**src/common/fcapcp_pkg.sv**
```systemverilog
package fcapcp_pkg;
	localparam int          FCAPCP_CHANNELS   = 4;
	localparam int          FCAPCP_N_DEFAULT  = 4;
	localparam int          FCAPCP_BUSY_MUL   = 15;
	localparam int          FCAPCP_SOUND_MUL  = 48;
	localparam int          FCAPCP_SAMPLE_DEF = 132;
	localparam logic [3:0]  FCAPCP_ATT_MAX    = 4'h8;
	localparam int          FCAPCP_CMD_BIT    = 7;
	localparam int          FCAPCP_SEL_LSB    = 4;
	localparam int          FCAPCP_SUS_LSB    = 3;
	localparam logic [17:0] FCAPCP_TABLE_STEP = 18'h00008;
endpackage

```
**src/hw/fcapcp_port.sv**
```systemverilog
`timescale 1ns/1ps
`default_nettype none
module fcapcp_port
	import fcapcp_pkg::*;
#(
	parameter int N_MUL  = FCAPCP_N_DEFAULT,
	parameter int SAMPLE = FCAPCP_SAMPLE_DEF
) (
	input  wire logic        clk_sys_in,
	input  wire logic        rst_in,
	input  wire logic        cs_n_in,
	input  wire logic        wr_n_in,
	input  wire logic        rd_n_in,
	input  wire logic [7:0]  command_bus_in,
	output logic      [7:0]  command_bus_out,
	output logic      [7:0]  command_bus_oe_out,
	output logic      [17:0] rom_addr_out,
	input  wire logic [7:0]  rom_data_in,
	output logic      [3:0]  busy_out,
	output logic      [3:0]  sound_out,
	output logic      [15:0] att_out,
	output logic      [15:0] nibble_out,
	output logic      [3:0]  nibble_valid_out
);
	localparam int BUSY_CYC  = FCAPCP_BUSY_MUL * N_MUL;
	localparam int SOUND_CYC = FCAPCP_SOUND_MUL * N_MUL;

	typedef enum logic [2:0] {ST_IDLE, ST_ADDR, ST_DATA} fcapcp_fetch_e;

	////////////////////////////////////////////////////////////////
	logic        wr_n_q;
	logic        have_first;
	logic [6:0]  phrase;
	logic [15:0] cnt [4];
	logic [3:0]  pending;
	logic [3:0]  sus_req;
	logic [8:0]  sample_cnt;
	wire         wr_rise   = !wr_n_q && wr_n_in && !cs_n_in;
	wire         is_first  = command_bus_in[FCAPCP_CMD_BIT];
	wire         is_sus    = !is_first && !have_first;
	wire  [3:0]  sel       = command_bus_in[FCAPCP_SEL_LSB +: 4];
	wire  [3:0]  sus_mask  = command_bus_in[FCAPCP_SUS_LSB +: 4];
	wire         start_ok  = wr_rise && have_first && (phrase != 7'h00);
	wire  [3:0]  att_sat   = (command_bus_in[3:0] > FCAPCP_ATT_MAX) ?
		FCAPCP_ATT_MAX : command_bus_in[3:0];
	wire         sample_pt = (sample_cnt == 9'(SAMPLE - 1));
	wire         reading   = !cs_n_in && !rd_n_in;

	always_ff @(posedge clk_sys_in) begin
		if (rst_in) begin
			wr_n_q <= 1'b1;
			have_first <= 1'b0;
			phrase <= 7'h00;
			sample_cnt <= 9'h000;
			sus_req <= 4'h0;
		end else begin
			wr_n_q <= wr_n_in;
			sample_cnt <= sample_pt ? 9'h000 : sample_cnt + 9'h001;
			if (wr_rise && !have_first && is_first) begin
				have_first <= 1'b1;
				phrase <= command_bus_in[6:0];
			end else if (wr_rise) begin
				have_first <= 1'b0;
			end
			if (wr_rise && is_sus) begin
				sus_req <= sus_req | sus_mask;
			end else if (sample_pt) begin
				sus_req <= 4'h0;
			end
		end
	end

	////////////////////////////////////////////////////////////////
	// One start counter per channel; any order of starts works
	genvar g;
	for (g = 0; g < FCAPCP_CHANNELS; g++) begin : g_ch
		wire go   = start_ok && sel[g];
		wire halt = wr_rise && is_sus && sus_mask[g];
		always_ff @(posedge clk_sys_in) begin
			if (rst_in) begin
				cnt[g] <= 16'h0000;
				pending[g] <= 1'b0;
				busy_out[g] <= 1'b0;
				sound_out[g] <= 1'b0;
				att_out[g*4 +: 4] <= 4'h0;
			end else if (halt) begin
				pending[g] <= 1'b0;
				busy_out[g] <= 1'b0;
				sound_out[g] <= 1'b0;
			end else if (go) begin
				pending[g] <= 1'b1;
				cnt[g] <= 16'h0000;
				att_out[g*4 +: 4] <= att_sat;
			end else if (pending[g]) begin
				cnt[g] <= cnt[g] + 16'h0001;
				if (cnt[g] == 16'(BUSY_CYC - 1)) busy_out[g] <= 1'b1;
				if (cnt[g] == 16'(SOUND_CYC - 1)) begin
					sound_out[g] <= 1'b1;
					pending[g] <= 1'b0;
				end
			end
		end
	end

	////////////////////////////////////////////////////////////////
	// Single shared fetcher follows the latest start only
	fcapcp_fetch_e state;
	logic [2:0]  idx;
	logic [17:0] ptr;
	logic [17:0] end_addr;
	logic [1:0]  chan;
	logic        low_half;
	wire  [17:0] tbl = {8'h00, phrase, 3'h0};
	wire  [1:0]  sel_chan = sel[3] ? 2'h3 : sel[2] ? 2'h2 : sel[1] ? 2'h1 : 2'h0;
	always_ff @(posedge clk_sys_in) begin
		if (rst_in) begin
			state <= ST_IDLE;
			idx <= 3'h0;
			ptr <= 18'h00000;
			end_addr <= 18'h00000;
			chan <= 2'h0;
			low_half <= 1'b0;
			rom_addr_out <= 18'h00000;
			nibble_out <= 16'h0000;
			nibble_valid_out <= 4'h0;
		end else begin
			nibble_valid_out <= 4'h0;
			unique case (state)
				ST_IDLE: if (start_ok) begin
					state <= ST_ADDR;
					idx <= 3'h0;
					rom_addr_out <= tbl;
					chan <= sel[3] ? 2'h3 : sel[2] ? 2'h2 : sel[1] ? 2'h1 : 2'h0;
				end
				ST_ADDR: begin
					unique case (idx)
						3'h0: ptr[17:16] <= rom_data_in[1:0];
						3'h1: ptr[15:8] <= rom_data_in;
						3'h2: ptr[7:0] <= rom_data_in;
						3'h3: end_addr[17:16] <= rom_data_in[1:0];
						3'h4: end_addr[15:8] <= rom_data_in;
						default: end_addr[7:0] <= rom_data_in;
					endcase
					idx <= idx + 3'h1;
					rom_addr_out <= rom_addr_out + 18'h00001;
					if (idx == 3'h5) begin
						state <= ST_DATA;
						low_half <= 1'b0;
					end
				end
				default: begin
					rom_addr_out <= ptr;
					if (!busy_out[chan] && !pending[chan]) begin
						state <= ST_IDLE;
					end else if (sample_pt && sound_out[chan]) begin
						nibble_out[chan*4 +: 4] <= low_half ? rom_data_in[3:0] :
							rom_data_in[7:4];
						nibble_valid_out[chan] <= 1'b1;
						low_half <= !low_half;
						if (low_half) begin
							if (ptr == end_addr) state <= ST_IDLE;
							ptr <= ptr + 18'h00001;
						end
					end
				end
			endcase
			// A later start takes the fetcher over; the older channel keeps busy and sound high but gets no more nibbles
			if (start_ok) begin
				state <= ST_ADDR;
				idx <= 3'h0;
				rom_addr_out <= tbl;
				chan <= sel_chan;
			end
		end
	end

	////////////////////////////////////////////////////////////////
	always_ff @(posedge clk_sys_in) begin
		if (rst_in) begin
			command_bus_out <= 8'h00;
			command_bus_oe_out <= 8'h00;
		end else begin
			command_bus_out <= {4'h0, busy_out};
			command_bus_oe_out <= reading ? 8'h0f : 8'h00;
		end
	end

	////////////////////////////////////////////////////////////////
	// Some checks lean on the host keeping its spacing rules
	busy_timing_a: assert property (
		@(posedge clk_sys_in) disable iff (rst_in)
		start_ok && sel == 4'h1 && !busy_out[0] ##1 (!wr_rise)[*8] |-> !busy_out[0])
		else $error("busy rose too early");
	suspend_stop_a: assert property (
		@(posedge clk_sys_in) disable iff (rst_in)
		wr_rise && is_sus |=> ((busy_out | sound_out) & $past(sus_mask)) == 4'h0)
		else $error("suspend did not stop channel");
	read_drive_a: assert property (
		@(posedge clk_sys_in) disable iff (rst_in)
		reading |=> command_bus_oe_out == 8'h0f)
		else $error("busy not driven on read");
	oe_release_a: assert property (
		@(posedge clk_sys_in) disable iff (rst_in)
		!reading |=> command_bus_oe_out == 8'h00)
		else $error("bus still driven after read");
	zero_phrase_a: assert property (
		@(posedge clk_sys_in) disable iff (rst_in)
		wr_rise && have_first && phrase == 7'h00 |=> (pending & ~$past(pending)) == 4'h0)
		else $error("phrase zero started");
	att_range_a: assert property (
		@(posedge clk_sys_in) disable iff (rst_in)
		att_out[3:0] <= FCAPCP_ATT_MAX)
		else $error("attenuation out of range");
	stop_quiet_a: assert property (
		@(posedge clk_sys_in) disable iff (rst_in)
		sus_req != 4'h0 |-> (sus_req & (busy_out | sound_out)) == 4'h0)
		else $error("suspended channel busy before next sample");
	sound_busy_a: assert property (
		@(posedge clk_sys_in) disable iff (rst_in)
		(sound_out & ~busy_out) == 4'h0)
		else $error("sound without busy");
	nibble_gate_a: assert property (
		@(posedge clk_sys_in) disable iff (rst_in)
		nibble_valid_out != 4'h0 |-> ($past(sound_out) & nibble_valid_out) != 4'h0)
		else $error("nibble handed to a silent channel");
endmodule
`default_nettype wire

```
**config.mk**
```make
export PLATFORM = sky130hd
export DESIGN_NAME = fcapcp_port
export DESIGN_NICKNAME = d
export VERILOG_FILES = /design/src/common/fcapcp_pkg.sv /design/src/hw/fcapcp_port.sv
export SDC_FILE = /design/constraint.sdc
export NUM_CORES = 1
export LEC_CHECK = 0
export BUFFER_PORTS_ARGS = -buffer_cell sky130_fd_sc_hd__clkbuf_2
export CAP_MARGIN = 25
export CORE_ASPECT_RATIO = 0.9
export CORE_MARGIN = 5
export CORE_UTILIZATION = 42
export DETAILED_ROUTE_END_ITERATION = 7
export PLACE_DENSITY = 0.72
export SYNTH_ARGS = -nofsm -noshare
export SYNTH_HDL_FRONTEND = slang
export SYNTH_SLANG_ARGS = --single-unit
```
**constraint.sdc**
```tcl
create_clock -name clk_sys_in -period 3.1 [get_ports clk_sys_in]
set_input_delay 0.31 -clock clk_sys_in [delete_from_list [all_inputs] [get_ports clk_sys_in]]
set_output_delay 0.31 -clock clk_sys_in [all_outputs]
set_load 0.005 [all_outputs]
```
==> flow_metrics.tcl <==
set metrics [dict create \
    pwr-share-clk_pct 43.5 \
    critPathBufInv 0 \
    max_stage_delay_ns 0.66 \
    nNetsFinal 1193 \
    layout_common_cells "142 x nand2_1, 133 x dfxtp_1, 132 x nor2_1, 89 x clkbuf_2, 70 x nand3_1" \
    ir_worst_vdd_mv 0.395 \
    drv_cap 0 \
    insertedDiodeCount 0 \
    stdcell_count 1467 \
    htree_num_levels 4 \
    outcome "completed" \
    ys.flop_type "dfxtp_1" \
    leakage_nw 4.24 \
    dieArea_um2 26900 \
    drive_gt1_share_pct 14.8 \
    clk_latency_ns 0.43 \
    cts.hold.buffers_added 0 \
    syn_avg_cell_area_um2 9.12 \
    post_drt_wl_per_cell_um 16.4 \
    arrival_ns 2.72 \
    slew_headroom_pct 39.3 \
    place.gp.congestion 0.828 \
    layout_commonest_cell "nand2_1" \
    grt_setup_unrepaired "false" \
    syn_inst 1092 \
    p_switching_mw 1.20 \
    skew_ns 0.0108 \
    crit_chain "nor4bb_1 > nor4_4 > a31oi_4 > mux2i_1 > nor3_2" \
    drtIter0Drc 602 \
    post-cts-setup-buffers 0 \
    cts.sinks 197 \
    worstSetupPathType "reg2reg" \
    synth_cell_type_count 76 \
    path_delay_family "simple AND/OR/NAND/NOR gates" \
    grt.overflow.total 0 \
    core_region_area_um2 23300 \
    path_clk_slew_ns 0.08 \
    hpwl_um 17200 \
    area_growth_pct 11.9 \
    setup-tns-final_ns 0 \
    power_frac_comb_pct 3.4 \
    clk_path_buf_depth 2 \
    cts_resized 0 \
    grt_max_degree 55 \
    drt_pre_antenna_iters 5 \
    first_global_vias 7570 \
    netlist.area_leader.share_pct 26.7 \
    synth-seq-cells 197 \
    critPathRequiredTime_ns 3.40 \
    die_x_um 172 \
    slew_viol_final 0 \
    netlist_top_cells_area "dfxtp_1 27%, edfxtp_1 19%, nand2_1 5.4%, xor2_1 5.3%, nor2_1 5.0%" \
    grt.total_usage_pct 18.0 \
    ys_warn_count 0 \
    final_antenna_net_count 0 \
    switching_share_pct 23.4 \
    syn-cell-area_um2 9960 \
    portBuffers 90 \
    seqPwrFrac_pct 53.2 \
    cts_inserted_buffers 17 \
    start_util_pct 42.7 \
    tritoncts "built" \
    p_per_area_nw_per_um2 461 \
    hold_violations 0 \
    dp.cells 1435 \
    cp_slowest_cell "nor4bb_1" \
    fmax_mhz 413 \
    vias 7882 \
    seq_area_frac_synth_pct 46.0 \
    synth_edf_count 64 \
    synth_area_leader_cell "dfxtp_1" \
    worstHoldPathType "in2reg" \
    setup_violations 0 \
    drt_wl_total_um 24000 \
    worst_slew_pin_slew_ns 0.904 \
    rows 53 \
    p_int_mw 3.93 \
    path_max_fanout 15 \
    min_period_ns 2.42 \
    drc 0 \
    ys_async_sr_fraction_pct 0 \
    grt_pass1_wl_um 39100 \
    startpoint_type "flop" \
    antenna_found_initial 2 \
    cts_root_buf "clkbuf_16" \
    endpoint_kind "flop" \
    pin_count 99 \
    min_period_over_period_pct 78.1 \
    die_height_um 156 \
    drt-vias-per-instance 5.37 \
]
[power by group through the flow]
| stage | combinational (mW) | sequential [mW] | clock, mW |
|---|---|---|---|
| final | 0.172 | 2.73 | 2.23 |
| after global routing | 0.191 | 2.73 | 2.38 |
| after CTS | 0.172 | 2.73 | 2.27 |
| after detailed placement | 0.171 | 2.79 | 0 |
| after global placement | 0.169 | 2.79 | 0 |
| after floorplan | 0.120 | 2.78 | 0 |
[synthesized netlist by cell type (all sizes together), types with 3 or more instances]
cell type  count
a32o           3
and3          26
xor2          60
nor2b          9
nand2        146
mux2i         35
nor3b          4
o32ai          5
nand2b         8
o21ai         27
buf           38
or3            4
and4           8
a211oi         8
a41oi          3
nor2         133
nor4b          3
nand4b         3
a21oi         72
nand4         21
o31a           3
nand3         74
inv           18
clkbuf        32
dfxtp        133
or4            3
xnor2         39
nor4          15
a31oi          6
a21o           5
or2            5
and2          10
edfxtp        64
nor4bb         4
ha            20
o211ai         3
nor3          18
[final timing paths]
kind	slack [ns]	depth (start not counted)	endpoint	startpoint
worst min-delay path	0.03	2	command_bus_oe_out[2]$_SDFF_PP0_	rd_n_in
worst min register to register	0.47	2	nibble_out[4]$_SDFFE_PP0P_	nibble_out[4]$_SDFFE_PP0P_
worst max-delay path	0.68	5	ptr[11]$_SDFFE_PP0P_	chan[0]$_SDFFE_PP0P_
worst max register to register	0.68	5	ptr[11]$_SDFFE_PP0P_	chan[0]$_SDFFE_PP0P_
[flip-flops by register name, summed over array words and instances, names as in the netlist, 2 cells and up]
signal            count
cnt                  64
end_addr             18
ptr                  18
rom_addr_out         18
att_out              16
nibble_out           16
sample_cnt            9
phrase                7
busy_out              4
command_bus_out       4
nibble_valid_out      4
pending               4
sound_out             4
idx                   3
chan                  2
state                 2
[area by class of cell]
type	count	area, um^2
sequential	197	4580
inverter	19	71.3
clock buffer	18	450
multi-input combinational	812	4950
clock inverter	14	144
timing repair buffer	105	566
fill	2221	12200
tap	302	378
[stage by stage]
| stage | worst slack, ns | total power, mW | hold WS (ns) | utilization, % | instance area (um^2) |
|---|---|---|---|---|---|
| finish | 0.679 | 5.13 | 0.0305 | 47.7 | 11100 |
| global route | 0.460 | 5.30 | 0.0149 | 47.7 | 11100 |
| CTS | 0.651 | 5.17 | 0.0166 | 47.7 | 11100 |
| detailed placement | 0.619 | 2.96 | 0.454 | 45.2 | 10500 |
| global placement | 0.650 | 2.96 | 0.446 | 45.2 | 10500 |
| floorplan | 0.745 | 2.90 | 0.387 | - | 9990 |
[routing by layer]
metal	GRT usage, %	share of wire (%)	wire (um)
met5	0	0.10	25
met4	4.83	2.0	474
met3	4.89	5.9	1420
met2	29.4	48	11500
met1	23.7	44	10600
[cells by family (layout without fill, tap and decap cells)]
kind of cell	Yosys count	after routing	share of synthesized area [%]
compound gates	151	151	9.71
xor+xnor	99	99	8.71
fa+ha+maj	20	20	2.51
buf+inv	90	156	4.59
flops	197	197	46.0
mux	36	36	3.74
other cells	1	8	0.0377
simple gates	498	498	24.7
No activity file was read; power rests on OpenSTA's default activity.
